**src/dtc_pkg.sv**
```systemverilog
package dtc_pkg;
  // register byte offsets
  localparam logic [11:0] ctrl_off = 12'h000;
  localparam logic [11:0] mode_off = 12'h004;
  localparam logic [11:0] first_low_off = 12'h008;
  localparam logic [11:0] first_high_off = 12'h00c;
  localparam logic [11:0] second_low_off = 12'h010;
  localparam logic [11:0] second_high_off = 12'h014;
  localparam logic [11:0] status_off = 12'h018;
  localparam logic [11:0] mask_off = 12'h01c;
  // control bit positions
  localparam int ctrl_run_first_bit = 0;
  localparam int ctrl_run_second_bit = 1;
  // mode register layout: per timer gate at bit 3, count source at bit 2, mode at 1:0
  localparam int mode_second_base = 4;
  localparam int mode_gate_bit = 3;
  localparam int mode_src_bit = 2;
  // status / mask bits
  localparam int stat_first_bit = 0;
  localparam int stat_second_bit = 1;
  // reset values
  localparam logic [7:0] byte_reset = 8'h00;
  localparam logic [1:0] two_reset = 2'h0;
  localparam logic [7:0] mode_reset = 8'h00;
  // count increment per enabled clock cycle: no prescaler
  localparam int prescale_cycles = 1;
  typedef enum logic [1:0] {
    dtc_mode13_type = 2'b00,
    dtc_mode16_type = 2'b01,
    dtc_mode8r_type = 2'b10,
    dtc_split_type = 2'b11
  } dtc_mode_type;
endpackage

```
**src/dtc_counter.sv**
```systemverilog
module dtc_counter (
  input wire logic pclk,
  input wire logic presetn,
  input wire logic [1:0] mode,
  input wire logic low_en,
  input wire logic high_en,
  input wire logic hold_all,
  input wire logic wr_low,
  input wire logic wr_high,
  input wire logic [7:0] wdata,
  output logic [7:0] low_q,
  output logic [7:0] high_q,
  output logic low_ovf,
  output logic high_ovf
);
  logic [7:0] low_reg;
  logic [7:0] high_reg;
  logic [7:0] low_next;
  logic [7:0] high_next;
  logic low_ovf_next;
  logic high_ovf_next;
  logic [4:0] low5;

  assign low5 = low_reg[4:0];

  always_comb begin
    low_next = low_reg;
    high_next = high_reg;
    low_ovf_next = 1'b0;
    high_ovf_next = 1'b0;
    if (!hold_all) begin
      case (mode)
        2'b00: begin
          if (low_en) begin
            low_next = {low_reg[7:5], 5'(low5 + 5'h01)};
            if (low5 == 5'h1f) begin
              high_next = 8'(high_reg + 8'h01);
              low_ovf_next = (high_reg == 8'hff);
            end
          end
        end
        2'b01: begin
          if (low_en) begin
            low_next = 8'(low_reg + 8'h01);
            if (low_reg == 8'hff) begin
              high_next = 8'(high_reg + 8'h01);
              low_ovf_next = (high_reg == 8'hff);
            end
          end
        end
        2'b10: begin
          if (low_en) begin
            if (low_reg == 8'hff) begin
              low_next = high_reg;
              low_ovf_next = 1'b1;
            end else begin
              low_next = 8'(low_reg + 8'h01);
            end
          end
        end
        2'b11: begin
          if (low_en) begin
            low_next = 8'(low_reg + 8'h01);
            low_ovf_next = (low_reg == 8'hff);
          end
          if (high_en) begin
            high_next = 8'(high_reg + 8'h01);
            high_ovf_next = (high_reg == 8'hff);
          end
        end
        default: begin
          low_next = low_reg;
        end
      endcase
    end
    // software write overrides counting in that cycle
    if (wr_low) begin
      low_next = wdata;
    end
    if (wr_high) begin
      high_next = wdata;
    end
  end

  always_ff @(posedge pclk or negedge presetn) begin
    if (!presetn) begin
      low_reg <= dtc_pkg::byte_reset;
      high_reg <= dtc_pkg::byte_reset;
      low_ovf <= 1'b0;
      high_ovf <= 1'b0;
    end else begin
      low_reg <= low_next;
      high_reg <= high_next;
      low_ovf <= low_ovf_next;
      high_ovf <= high_ovf_next;
    end
  end

  assign low_q = low_reg;
  assign high_q = high_reg;
endmodule

```
**src/dtc_top.sv**
```systemverilog
// Overview of operation
// - timers share modes 0 to 2; mode 3 splits the first, holds the second
// - count every core clock, no prescaler
// - mode 0: 13-bit count, low top ignored
// - rollover to zero sets overflow flag
// - count when run and (no gate or pin)
// - setting run leaves count registers untouched
// - mode 1: full 16-bit counter
// - mode 2: low byte reloads from high
// - second timer in mode 3 holds count
// - split mode low byte uses first controls
// - split high byte uses second run, flag
// - second timer starts/stops via its mode 3
//
// The implementer's own choices: the APB register port and the placing of the registers.
module dtc_top (
  input wire logic pclk,
  input wire logic presetn,
  input wire logic psel,
  input wire logic penable,
  input wire logic pwrite,
  input wire logic [11:0] paddr,
  input wire logic [31:0] pwdata,
  output logic [31:0] prdata,
  output logic pready,
  output logic pslverr,
  input wire logic external_qualify_pin,
  input wire logic second_qualify_pin,
  input wire logic first_count_input,
  input wire logic second_count_input,
  output logic second_overflow_pulse,
  output logic irq
);
  ////////////////////////////////////////////////////////////////////////////
  logic [1:0] timer_control_register_reg;
  logic [7:0] timer_mode_register_reg;
  logic [1:0] status_reg;
  logic [1:0] mask_reg;
  logic [31:0] prdata_reg;
  logic pready_reg;
  logic pslverr_reg;
  logic irq_reg;
  logic ovf_pulse_reg;
  logic first_cnt_in_reg;
  logic second_cnt_in_reg;

  logic [7:0] first_low_byte;
  logic [7:0] first_high_byte;
  logic [7:0] second_low_q;
  logic [7:0] second_high_q;
  logic first_low_ovf;
  logic first_high_ovf;
  logic second_low_ovf;
  logic second_high_ovf;

  ////////////////////////////////////////////////////////////////////////////
  // apb decode
  wire access = psel && penable;
  wire wr_acc = access && pwrite;
  // writes land only at the edge that completes the access, never in the wait state
  wire wr_commit = wr_acc && pready_reg;
  wire hit_ctrl = paddr == dtc_pkg::ctrl_off;
  wire hit_mode = paddr == dtc_pkg::mode_off;
  wire hit_fl = paddr == dtc_pkg::first_low_off;
  wire hit_fh = paddr == dtc_pkg::first_high_off;
  wire hit_sl = paddr == dtc_pkg::second_low_off;
  wire hit_sh = paddr == dtc_pkg::second_high_off;
  wire hit_stat = paddr == dtc_pkg::status_off;
  wire hit_mask = paddr == dtc_pkg::mask_off;
  wire mapped = hit_ctrl | hit_mode | hit_fl | hit_fh | hit_sl | hit_sh | hit_stat | hit_mask;

  ////////////////////////////////////////////////////////////////////////////
  // mode fields
  wire [1:0] first_mode = timer_mode_register_reg[1:0];
  wire first_src = timer_mode_register_reg[dtc_pkg::mode_src_bit];
  wire first_gate = timer_mode_register_reg[dtc_pkg::mode_gate_bit];
  wire [1:0] second_mode = timer_mode_register_reg[dtc_pkg::mode_second_base +: 2];
  wire second_src = timer_mode_register_reg[dtc_pkg::mode_second_base + dtc_pkg::mode_src_bit];
  wire second_gate = timer_mode_register_reg[dtc_pkg::mode_second_base + dtc_pkg::mode_gate_bit];
  wire run_control_first = timer_control_register_reg[dtc_pkg::ctrl_run_first_bit];
  wire run_control_second = timer_control_register_reg[dtc_pkg::ctrl_run_second_bit];
  wire first_split = first_mode == dtc_pkg::dtc_split_type;

  // count source: core clock when src is 0, else rising edge of the count input
  // count input is treated as synchronous; an edge counts at the next clock, with no extra cycle
  function automatic logic tick(input logic src, input logic pin_now, input logic pin_last);
    tick = src ? (pin_now && !pin_last) : 1'b1;
  endfunction

  function automatic logic allowed(input logic run, input logic gate, input logic qual);
    allowed = run && (!gate || qual);
  endfunction

  wire first_low_en = allowed(run_control_first, first_gate, external_qualify_pin)
    && tick(first_src, first_count_input, first_cnt_in_reg);
  // split mode high byte counts core clocks only, run by the second run bit
  wire first_high_en = run_control_second;
  // while the first timer is split, the second loses its run bit and runs unless in mode 3
  wire second_run_eff = first_split ? 1'b1 : run_control_second;
  wire second_low_en = allowed(second_run_eff, second_gate, second_qualify_pin)
    && tick(second_src, second_count_input, second_cnt_in_reg);
  wire second_hold = second_mode == dtc_pkg::dtc_split_type;

  // overflow events: split mode high byte owns the second flag
  wire ev_first = first_low_ovf;
  wire ev_second = first_split ? first_high_ovf : second_low_ovf;

  wire [1:0] events = {ev_second, ev_first};
  wire [1:0] clear_bits = (wr_commit && hit_stat) ? pwdata[1:0] : 2'h0;
  // set wins over clear in the same cycle
  wire [1:0] status_next = (status_reg & ~clear_bits) | events;

  ////////////////////////////////////////////////////////////////////////////
  dtc_counter u_first (
    .pclk(pclk),
    .presetn(presetn),
    .mode(first_mode),
    .low_en(first_low_en),
    .high_en(first_high_en),
    .hold_all(1'b0),
    .wr_low(wr_commit && hit_fl),
    .wr_high(wr_commit && hit_fh),
    .wdata(pwdata[7:0]),
    .low_q(first_low_byte),
    .high_q(first_high_byte),
    .low_ovf(first_low_ovf),
    .high_ovf(first_high_ovf)
  );

  dtc_counter u_second (
    .pclk(pclk),
    .presetn(presetn),
    .mode(second_mode),
    .low_en(second_low_en),
    .high_en(1'b0),
    .hold_all(second_hold),
    .wr_low(wr_commit && hit_sl),
    .wr_high(wr_commit && hit_sh),
    .wdata(pwdata[7:0]),
    .low_q(second_low_q),
    .high_q(second_high_q),
    .low_ovf(second_low_ovf),
    .high_ovf()
  );

  ////////////////////////////////////////////////////////////////////////////
  wire [31:0] rd_mux =
    hit_ctrl ? {30'h0, timer_control_register_reg} :
    hit_mode ? {24'h0, timer_mode_register_reg} :
    hit_fl ? {24'h0, first_low_byte} :
    hit_fh ? {24'h0, first_high_byte} :
    hit_sl ? {24'h0, second_low_q} :
    hit_sh ? {24'h0, second_high_q} :
    hit_stat ? {30'h0, status_reg} :
    hit_mask ? {30'h0, mask_reg} : 32'h0;

  // one wait state: ready is raised at the end of the first access cycle, answer at the second edge
  wire ready_next = access && !pready_reg;

  always_ff @(posedge pclk or negedge presetn) begin
    if (!presetn) begin
      timer_control_register_reg <= dtc_pkg::two_reset;
      timer_mode_register_reg <= dtc_pkg::mode_reset;
      mask_reg <= dtc_pkg::two_reset;
    end else if (wr_commit) begin
      // run bit write touches only control, never the count bytes
      if (hit_ctrl) timer_control_register_reg <= pwdata[1:0];
      if (hit_mode) timer_mode_register_reg <= pwdata[7:0];
      if (hit_mask) mask_reg <= pwdata[1:0];
    end
  end

  always_ff @(posedge pclk or negedge presetn) begin
    if (!presetn) begin
      status_reg <= dtc_pkg::two_reset;
      irq_reg <= 1'b0;
      ovf_pulse_reg <= 1'b0;
      first_cnt_in_reg <= 1'b0;
      second_cnt_in_reg <= 1'b0;
    end else begin
      status_reg <= status_next;
      irq_reg <= |(status_next & mask_reg);
      ovf_pulse_reg <= second_low_ovf;
      first_cnt_in_reg <= first_count_input;
      second_cnt_in_reg <= second_count_input;
    end
  end

  always_ff @(posedge pclk or negedge presetn) begin
    if (!presetn) begin
      pready_reg <= 1'b0;
      pslverr_reg <= 1'b0;
      prdata_reg <= 32'h0;
    end else begin
      pready_reg <= ready_next;
      pslverr_reg <= ready_next && !mapped;
      prdata_reg <= (ready_next && !pwrite) ? rd_mux : 32'h0;
    end
  end

  assign prdata = prdata_reg;
  assign pready = pready_reg;
  assign pslverr = pslverr_reg;
  assign irq = irq_reg;
  assign second_overflow_pulse = ovf_pulse_reg;
endmodule
```
**config.mk**
```make
export PLATFORM = sky130hd
export DESIGN_NAME = dtc_top
export DESIGN_NICKNAME = d
export VERILOG_FILES = /design/src/dtc_pkg.sv /design/src/dtc_counter.sv /design/src/dtc_top.sv
export SDC_FILE = /design/constraint.sdc
export NUM_CORES = 1
export LEC_CHECK = 0
export BUFFER_PORTS_ARGS = -buffer_cell sky130_fd_sc_hd__buf_2
export CAP_MARGIN = 20
export CORE_MARGIN = 10
export CORE_UTILIZATION = 50
export CTS_BUF_LIST = sky130_fd_sc_hd__clkbuf_8
export DETAILED_ROUTE_END_ITERATION = 8
export PLACE_DENSITY = 0.84
export SYNTH_ARGS = -nofsm -noshare
export SYNTH_HDL_FRONTEND = slang
export SYNTH_SLANG_ARGS = --single-unit
```
**constraint.sdc**
```tcl
create_clock -name pclk -period 2.9 [get_ports pclk]
set_input_delay 0.145 -clock pclk [delete_from_list [all_inputs] [get_ports pclk]]
set_output_delay 0.145 -clock pclk [all_outputs]
set_load 0.1 [all_outputs]
```
Yosys cells after proc, flatten, opt, wreduce, memory -nomap -nowiden
Cells that the tools add are included.
{ "totals": {"regBits": 63, "wordCells": 176, "out_inout_bits": 36, "rom_bits": 0, "latch_bits": 0, "inputBits": 53, "memories": 0, "mem_bits_rw": 0} }
{ "op_classes": {"div_mod_pow": 0, "n_mul": 0, "mux": 59, "shifts": 0, "magnitude_cmp": 0, "reduce_logical": 42, "bitwise": 11, "addsub": 6, "eq_ne": 38} }
{ "op_table": {"columns": ["op", "count"], "rows": [
  ["two-way mux 8 bit", 28],
  ["case mux 8 bit (3 select lines)", 3],
  ["== test 12 x 5 -> 1 bit, second input constant", 4],
  ["adder 8 x 1 -> 8 bit, second input constant", 4],
  ["== test 8 bit, second input constant", 4],
  ["inequality test 3 x 2 -> 1 bit, second input constant", 10],
  ["== test 12 x 4 -> 1 bit, second input constant", 2],
  ["two-way mux 1 bit", 20],
  ["logical AND 1 bit", 17],
  ["case mux 8 bit (2 select lines)", 1],
  ["inequality test 3 x 1 -> 1 bit, second input constant", 5],
  ["== test 12 x 3 -> 1 bit, second input constant", 1],
  ["zero test 12 bit", 1],
  ["AND reduction 6 bit", 2],
  ["adder 5 x 1 -> 5 bit, second input constant", 2],
  ["== test 5 bit, second input constant", 2],
  ["two-way mux 5 bit", 2],
  ["== test 2 bit, second input constant", 4],
  ["AND reduction 4 bit", 2],
  ["zero test 1 bit", 7],
  ["bitwise OR 1 bit", 7],
  ["two-way mux 2 bit", 3],
  ["AND reduction 2 bit", 3],
  ["AND reduction 3 bit", 2],
  ["other kinds (13)", 20]
]} }

Logic depth before layout (Yosys ltp)
Gate-level depths: netlist of run 1.
{ "depth": {"ltp_word": 10, "depth_mapped": 10, "mapped_depth_nobuf": 10} }

By module
From an unflattened synthesis of run 1, not the netlist that was laid out.
{ "hier_totals": {"cells_unflattened": 487, "area_unflattened_um2": 4364.2} }
{ "modules_own_cells": {"columns": ["module", "n_inst", "cells_per_inst", "area_per_inst_um2", "seq_area_each_um2"], "rows": [
  ["dtc_top", 1, 185, 1765.4, 700.7],
  ["dtc_counter at u_first", 1, 151, 1320.0, 450.4],
  ["dtc_counter at u_second", 1, 151, 1278.7, 450.4]
]} }

Worst setup path after synthesis of run 1
No wires, ideal clock.
{ "synth_timing": {"kind": "register to register", "from": "reg pready_reg, in the netlist pready", "to": "reg u_second.high_reg[6], in the netlist u_second.high_q[6]", "arrival_ps": 2343, "setup_ps": 123, "t_required_ps": 2777, "period_less_slack_ps": 2466, "path_stages_with_launch": 8, "path_buffers": 2, "slack_ps": 434, "cell_sequence": "dfrtp_1 nand4_1 or2_2 or4_1 clkbuf_2 buf_6 nor2_1 a21oi_1"} }
{ "synth_via": {"elab_chain_len": 4, "word_cells_on_any_way": 10, "classes_between": "eq/ne: 5; mux: 1; reduce/logical: 4"} }
{ "synth_rtl": {"columns": ["item", "line", "text"], "rows": [
  ["start, declared", "dtc_top.sv:40", "logic pready_reg;"],
  ["start signal, assigned", "dtc_top.sv:195", "pready_reg <= ready_next;"],
  ["logical AND 1 bit (*)", "dtc_top.sv:61", "wire wr_commit = wr_acc && pready_reg;"],
  ["logical AND 1 bit (*)", "dtc_top.sv:138", ".wr_high(wr_commit && hit_sh),"],
  ["inequality test 3 x 1 -> 1 bit (no line) (tied with other cells)", null, null],
  ["AND reduction 6 bit (no line)", null, null],
  ["end signal, assigned", "dtc_counter.sv:88", "high_reg <= dtc_pkg::byte_reset;"],
  ["end signal, assigned", "dtc_counter.sv:93", "high_reg <= high_next;"],
  ["end, declared", "dtc_counter.sv:17", "logic [7:0] high_reg;"]
]} }
Every way passes the cells marked *; elsewhere a longest branch is shown, timed or not.
A chain may end at the register's enable or synchronous reset.

Worst setup path after layout of run 1
{ "layout_timing": {"from": "reg timer_mode_register_reg[4]", "to": "reg u_second.low_reg[0], in the netlist u_second.low_q[0]"} }
{ "layout_via": {"elab_chain_len": 4, "word_cells_on_any_way": 12, "classes_between": "eq/ne: 7; mux: 3; reduce/logical: 2"} }
{ "layout_rtl": {"columns": ["item", "line", "text"], "rows": [
  ["start, declared", "dtc_top.sv:36", "logic [7:0] timer_mode_register_reg;"],
  ["start signal, assigned", "dtc_top.sv:163", "timer_mode_register_reg <= dtc_pkg::mode_reset;"],
  ["start signal, assigned", "dtc_top.sv:168", "if (hit_mode) timer_mode_register_reg <= pwdata[7:0];"],
  ["== test 2 bit (tied with other cells)", "dtc_counter.sv:32", "case (mode)"],
  ["case mux 8 bit (3 select lines)", "dtc_counter.sv:32", null],
  ["two-way mux 8 bit", "dtc_counter.sv:31", "if (!hold_all) begin"],
  ["two-way mux 8 bit", "dtc_counter.sv:77", "if (wr_low) begin"],
  ["end signal, assigned", "dtc_counter.sv:87", "low_reg <= dtc_pkg::byte_reset;"],
  ["end signal, assigned", "dtc_counter.sv:92", "low_reg <= low_next;"],
  ["end, declared", "dtc_counter.sv:16", "logic [7:0] low_reg;"]
]} }
Several ways; a longest one is shown, not always the timed one. The select of a mux whose other input is x is not followed.

==> results.sh, run 1 <==
export IMPL_crit_family="compound AO/OA/AOI/OAI gates"
export IMPL_cts_tree="done"
export IMPL_wire_per_inst_um=18.5
export IMPL_grt_pass1_vias=3693
export IMPL_drv_slew=0
export IMPL_root_buffer="clkbuf_8"
export IMPL_worstMarginPinSlew_ps=969
export IMPL_grt_start_max_net_pins=34
export IMPL_synthCells=471
export IMPL_numClockSinks=63
export IMPL_r2r_start="timer_mode_register_reg[4]$_DFFE_PN0P_"
export IMPL_grt_usage_pct=18.4
export IMPL_finalHoldViolCount=0
export IMPL_fin_tns_setup_ps=0
export IMPL_num_rows=32
export IMPL_place_hpwl_mm=8.50
export IMPL_grt_overflow_total=0
export IMPL_timing_hold_ws_ps=60.6
export IMPL_seq_area_frac_synth_pct=38.4
export IMPL_portBuffers=40
export IMPL_synthDistinctLibCells=60
export IMPL_p_leak_nw=2.04
export IMPL_dr_pass1_iters=5
export IMPL_setup_viol=0
export IMPL_postCtsSetupRepairBufs=0
export IMPL_max_freq_ghz=0.403
export IMPL_htree_levels=3
export IMPL_avgSynthCellArea_um2=8.72
export IMPL_cp_max_fo=13
export IMPL_endpoint="u_second.low_q[0]$_DFFE_PN0P_"
export IMPL_hp_class="in -> reg"
export IMPL_outcome="finished, final reports clean"
export IMPL_timing_rr_end="u_second.low_q[0]$_DFFE_PN0P_"
export IMPL_finalWeightedCongestion=0.958
export IMPL_cap_violations=0
export IMPL_mappedNetlistArea_um2=4110
export IMPL_die_x_um=111
export IMPL_crit_top_cell="o21ai_0"
export IMPL_antenna_left=0
export IMPL_min_period_over_period_pct=85.6
export IMPL_drt_iter0_markers=319
export IMPL_async_flop_share_pct=100
export IMPL_drive_above_1_share_pct=15.3
export IMPL_cts_clk_slew_worst_paths_ps=70
export IMPL_cp_num_cells=6
export IMPL_ys_flop_type="dfrtp_1"
export IMPL_startpoint_type="register"
export IMPL_crit_path_top_delay_cell="o41ai_1"
export IMPL_final_common_cell="dfrtp_1"
export IMPL_slew_headroom_pct=34.6
export IMPL_clkLatencyLatePin_ps=340
export IMPL_wl_mm=11.3
export IMPL_finalCriticalPeriod_ps=2480
export IMPL_die_h_um=111
export IMPL_worst_r2r_cell_count=6
export IMPL_area_delta_synth_final_pct=8.35
export IMPL_cts_buffer_depth=2
export IMPL_antennaDiodeCount=0
export IMPL_layout_common_cells="63 x dfrtp_1, 43 x nand2_1, 43 x nor2_1, 43 x o21ai_0, 40 x buf_2"
export IMPL_worstPathArrival_ps=2690
export IMPL_cp_end_kind="register"
export IMPL_path_class="reg -> reg"
export IMPL_start_util_pct=52.3
export IMPL_hold_depth=2
export IMPL_skew_ps=5.65
export IMPL_powerDensity_nw_per_um2=401
export IMPL_cp_num_buf_inv=1
export IMPL_fin_nets=569
export IMPL_ys_ff_latch=63
export IMPL_path_cells="inv_1 > ha_1 > o41ai_1 > o21ai_0 > a21oi_1 > o21ai_0"
export IMPL_rsz0062_at_grt="false"
export IMPL_drc=0
export IMPL_via_per_inst=6.19
export IMPL_antenna_found_initial=0
export IMPL_die_area_um2=12200
export IMPL_max_stage_delay_ps=940
export IMPL_r2r_slack_ps=420
export IMPL_min_from="pwrite"
export IMPL_grt_pass1_wl_mm=18.9
export IMPL_coreArea_um2=7850
export IMPL_crit_start="timer_mode_register_reg[4]$_DFFE_PN0P_"
export IMPL_pin_count=89
export IMPL_synth_edf_count=0
export IMPL_num_vias=3790
export IMPL_ir_worst_vdd_uv=271
export IMPL_cts_inserted_buffers=9
export IMPL_synth_warning_count=0
export IMPL_worstPathRequired_ps=3110
logic make-up after synthesis:
family	Yosys count	synth area share, %
compound gates	133	20.8
buf+inv	60	8.41
other cells	1	0.0913
mux	19	5.27
fa+ha+maj	10	3.05
simple gates	166	19.9
xor+xnor	19	4.05
flops	63	38.4
where the power goes:
group | total [mW] | switching (mW) | internal (mW)
clock network | 0.635 | 0.321 | 0.315
logic | 0.258 | 0.223 | 0.0355
registers | 0.891 | 0.00706 | 0.884
cells in the mapped netlist, drive strengths merged, types with 2 or more instances:
| master | count | area, µm² |
|---|---|---|
| a22oi | 2 | 15.0 |
| xnor2 | 10 | 87.6 |
| a211oi | 12 | 103 |
| nor3 | 13 | 70.1 |
| dfrtp | 63 | 1580 |
| xor2 | 9 | 78.8 |
| mux2 | 11 | 124 |
| a221oi | 9 | 78.8 |
| inv | 13 | 48.8 |
| a21o | 10 | 75.1 |
| a21oi | 32 | 160 |
| nor4 | 6 | 52.6 |
| buf | 33 | 243 |
| ha | 10 | 125 |
| nor2b | 9 | 56.3 |
| o211ai | 4 | 35.0 |
| or2 | 3 | 18.8 |
| nand3b | 2 | 15.0 |
| nor3b | 2 | 15.0 |
| o221ai | 2 | 17.5 |
| clkbuf | 14 | 53.8 |
| o22ai | 2 | 12.5 |
| and2 | 2 | 12.5 |
| o21ai | 45 | 225 |
| nand2b | 2 | 12.5 |
| and3 | 6 | 37.5 |
| nor2 | 43 | 161 |
| nand4 | 10 | 62.6 |
| nand3 | 21 | 110 |
| mux2i | 7 | 70.1 |
| nand2 | 44 | 168 |
| o21a | 3 | 22.5 |
routing by layer:
layer  GRT usage, %  wire length, µm
met5              0                0
met4           6.39              274
met3           5.35             1120
met2           27.7             5010
met1           24.4             4900
timing repair:
| action | 4_1_cts | 5_1_grt |
|---|---|---|
| hold endpoints to repair | 32 | 0 |
| hold buffers | 3 | 0 |
| gates resized for setup | 0 | 0 |
how the worst min path moves through the flow:
stage	to
detailed placement	u_first.high_q[2]$_DFFE_PN0P_
floorplan	first_cnt_in_reg$_DFF_PN0_
global route	prdata[0]$_DFF_PN0_
finish	prdata[0]$_DFF_PN0_
global placement	u_first.high_q[2]$_DFFE_PN0P_
CTS	prdata[0]$_DFF_PN0_
through the flow:
step           utilization, %  instances  total power [mW]  worst slack (ps)  cell area, µm²
2_1_floorplan               -        494              1.12               434            4190
3_3_place_gp             54.3        594              1.16               590            4260
3_5_place_dp             54.3        594              1.16               507            4260
4_1_cts                  56.7        612              1.79               502            4450
5_1_grt                  56.7        612              1.84               233            4450
6_report                 56.7        612              1.78               418            4450
area by class of cell:
type	instances	area [µm²]
clock buffers	10	138
clock inverters	5	20.0
fillers	747	3400
inverters	13	48.8
multi-input cells	371	2270
flip-flops and latches	63	1580
well taps	102	128
repair buffers	48	268
Power figures use the tool's default switching activity.
==> run 2, diff against run 1 <==
--- a/config.mk
+++ b/config.mk
@@ -5,13 +5,14 @@
 export SDC_FILE = /design/constraint.sdc
 export NUM_CORES = 1
 export LEC_CHECK = 0
-export BUFFER_PORTS_ARGS = -buffer_cell sky130_fd_sc_hd__buf_2
+export BUFFER_PORTS_ARGS = -buffer_cell sky130_fd_sc_hd__buf_4
 export CAP_MARGIN = 20
+export CORE_ASPECT_RATIO = 1.25
 export CORE_MARGIN = 10
 export CORE_UTILIZATION = 50
 export CTS_BUF_LIST = sky130_fd_sc_hd__clkbuf_8
 export DETAILED_ROUTE_END_ITERATION = 8
-export PLACE_DENSITY = 0.84
+export PLACE_DENSITY_LB_ADDON = 0.1
 export SYNTH_ARGS = -nofsm -noshare
 export SYNTH_HDL_FRONTEND = slang
 export SYNTH_SLANG_ARGS = --single-unit
==> run 2 against run 1 <==
  * Core utilization increased by 1.5 points
  * Highest routed layer unchanged
  * Worst hold slack improved by 7.8 ps
  * Clock power increased by 23%
  * First-iteration DRC count decreased by 6.3%
  * Sequential cell count unchanged
  * Register-to-register slack improved by 20 ps
  * Non-clock buffer count increased by 1
  * Global-route usage increased by 0.87 points
  * Sequential power about the same
  * Critical path depth increased by 4
  * Fmax increased by 0.88%
==> results.sh, run 2 (synthesis gave the netlist of run 1 again) <==
export IMPL_finalNonFillerCells=607
export IMPL_die_x_um=101
export IMPL_path_class="reg -> reg"
export IMPL_cts_inserted_buffers=9
export IMPL_root_buffer="clkbuf_8"
export IMPL_crit_top_cell="ha_1"
export IMPL_seq_power_share_pct=46.0
export IMPL_p_comb_share_pct=13.8
export IMPL_die_area_um2=12300
export IMPL_outcome="finished, final reports clean"
export IMPL_numClockSinks=63
export IMPL_rsz0062_at_grt="false"
export IMPL_cap_violations=0
export IMPL_cp_num_buf_inv=1
export IMPL_num_rows=36
export IMPL_layout_common_cells="63 x dfrtp_1, 45 x buf_4, 43 x nand2_1, 43 x nor2_1, 43 x o21ai_0"
export IMPL_slew_headroom_pct=45.6
export IMPL_drive_above_1_share_pct=16.2
export IMPL_worstMarginPinSlew_ps=816
export IMPL_dr_pass1_iters=5
export IMPL_ir_worst_vdd_uv=243
export IMPL_path_cells="ha_1 > nand3_1 > inv_1 > ha_1 > nor2_1 > o21ai_0 > o211ai_2 > nor3_1 > xor2_1 > mux2_2"
export IMPL_internal_power_mw=1.33
export IMPL_cp_max_fo=8
export IMPL_drv_slew=0
export IMPL_cp_end_kind="register"
export IMPL_hp_class="in -> reg"
export IMPL_pin_count=89
export IMPL_cts_buffer_depth=2
export IMPL_fin_nets=570
export IMPL_drc=0
export IMPL_grt_usage_pct=19.2
export IMPL_antenna_found_initial=0
export IMPL_place_inst=587
export IMPL_start_util_pct=52.1
export IMPL_grt_start_max_net_pins=64
export IMPL_drt_iter0_markers=299
export IMPL_swShare_pct=31.5
export IMPL_place_hpwl_mm=8.72
export IMPL_finalHoldViolCount=0
export IMPL_grtUsageMet3_pct=2.91
export IMPL_area_delta_synth_final_pct=11.8
export IMPL_crit_path_top_delay_cell="dfrtp_1"
export IMPL_ff_latch_area_um2=1580
export IMPL_max_stage_delay_ps=450
export IMPL_wire_per_inst_um=19.3
export IMPL_htree_levels=3
export IMPL_crit_family="simple AND/OR/NAND/NOR gates"
export IMPL_die_h_um=121
export IMPL_power_frac_clock_pct=40.3
export IMPL_grt_busiest_layer="met2"
export IMPL_num_vias=3603
export IMPL_power_switching_mw=0.610
export IMPL_min_period_over_period_pct=84.9
export IMPL_final_common_cell="dfrtp_1"
export IMPL_postCtsSetupRepairBufs=0
export IMPL_coreArea_um2=7880
export IMPL_cts_tree="done"
export IMPL_skew_ps=7.25
export IMPL_fin_tns_setup_ps=0
export IMPL_antennaDiodeCount=0
export IMPL_cts_clk_slew_worst_paths_ps=80
export IMPL_grt_pass1_vias=3450
export IMPL_portBuffers=40
export IMPL_wl_mm=11.7
export IMPL_multi_input_area_um2=2270
export IMPL_max_freq_ghz=0.406
export IMPL_grt_pass1_wl_mm=18.6
export IMPL_fill_cells=729
export IMPL_worstPathRequired_ps=3140
export IMPL_startpoint_type="register"
export IMPL_grt_util_met2_pct=32.7
export IMPL_clkLatencyLatePin_ps=350
export IMPL_finalCriticalPeriod_ps=2460
export IMPL_p_leak_nw=2.06
export IMPL_via_per_inst=5.94
export IMPL_powerDensity_nw_per_um2=422
export IMPL_finalWeightedCongestion=0.916
export IMPL_setup_viol=0
export IMPL_grt_overflow_total=0
export IMPL_antenna_left=0
export IMPL_ctsResizeCount=0
export IMPL_worstPathArrival_ps=2700
export IMPL_use_met1_pct=23.5
## run 2: cell count changes in the layout (fill, tap and decap cells not counted), sizes merged
cell / previous run / this run
bufinv: 0 / 1
clkbuf: 10 / 9
clkinv: 1 / 2
clkinvlp: 0 / 4
dlygate4sd3: 3 / 4
inv: 17 / 13
## run 2: path summary, 6_finish.rpt
kind	start	to	slack, ps	cells after the start
max in group asynchronous	presetn	u_second.low_q[2]$_DFFE_PN0P_	1940	2
worst max register to register	u_first.low_q[0]$_DFFE_PN0P_	u_first.high_q[5]$_DFFE_PN0P_	440	10
min in group asynchronous	presetn	u_first.high_ovf$_DFF_PN0_	420	2
worst max-delay path	u_first.low_q[0]$_DFFE_PN0P_	u_first.high_q[5]$_DFFE_PN0P_	440	10
worst min-delay path	pwdata[5]	timer_mode_register_reg[5]$_DFFE_PN0P_	70	3
worst min register to register	u_second.low_ovf$_DFF_PN0_	second_overflow_pulse$_DFF_PN0_	430	0
## run 2: layer usage
layer	part of all wire (%)	vias up
li1	-	1721
met1	41	1737
met2	52	123
met3	5.5	22
met4	2.1	0
met5	0	-
## run 2: repair_timing
item / in CTS / in global routing
endpoints found under the hold margin: 66 / 0
setup endpoints to repair: 0 / 0
hold buffers: 4 / 0
## run 2: power by group through the flow
stage          sequential, mW  combinational [mW]  clock (mW)
2_1_floorplan           0.916               0.203           0
3_3_place_gp            0.907               0.260           0
3_5_place_dp            0.907               0.261           0
4_1_cts                 0.890               0.265       0.788
5_1_grt                 0.891               0.281       0.830
6_report                0.890               0.267       0.780
## run 2: stage by stage
stage | worst slack (ps) | cell area (µm²) | utilization, % | power [mW] | hold WS [ps]
after CTS | 458 | 4590 | 58.2 | 1.94 | 58.7
after floorplan | 434 | 4190 | - | 1.12 | -151
after global routing | 260 | 4590 | 58.2 | 2.00 | 83.9
final | 439 | 4590 | 58.2 | 1.94 | 68.4
after detailed placement | 469 | 4350 | 55.2 | 1.17 | 263
after global placement | 535 | 4350 | 55.2 | 1.17 | 261
## run 2: tightest hold or removal path, delay by kind of cell
kind | cells | cell delay (ps)
simple gates | 1 | 50
compound gates | 1 | 60
buf+inv | 1 | 130
## run 2: layout make-up
class                      instances  share of cell area (%)
sequential                        63                    34.4
clock buffer                       9                    2.70
tap                               95                    2.59
timing repair buffer              49                    8.23
clock inverter                     7                    1.61
inverter                          13                    1.06
multi-input combinational        371                    49.5
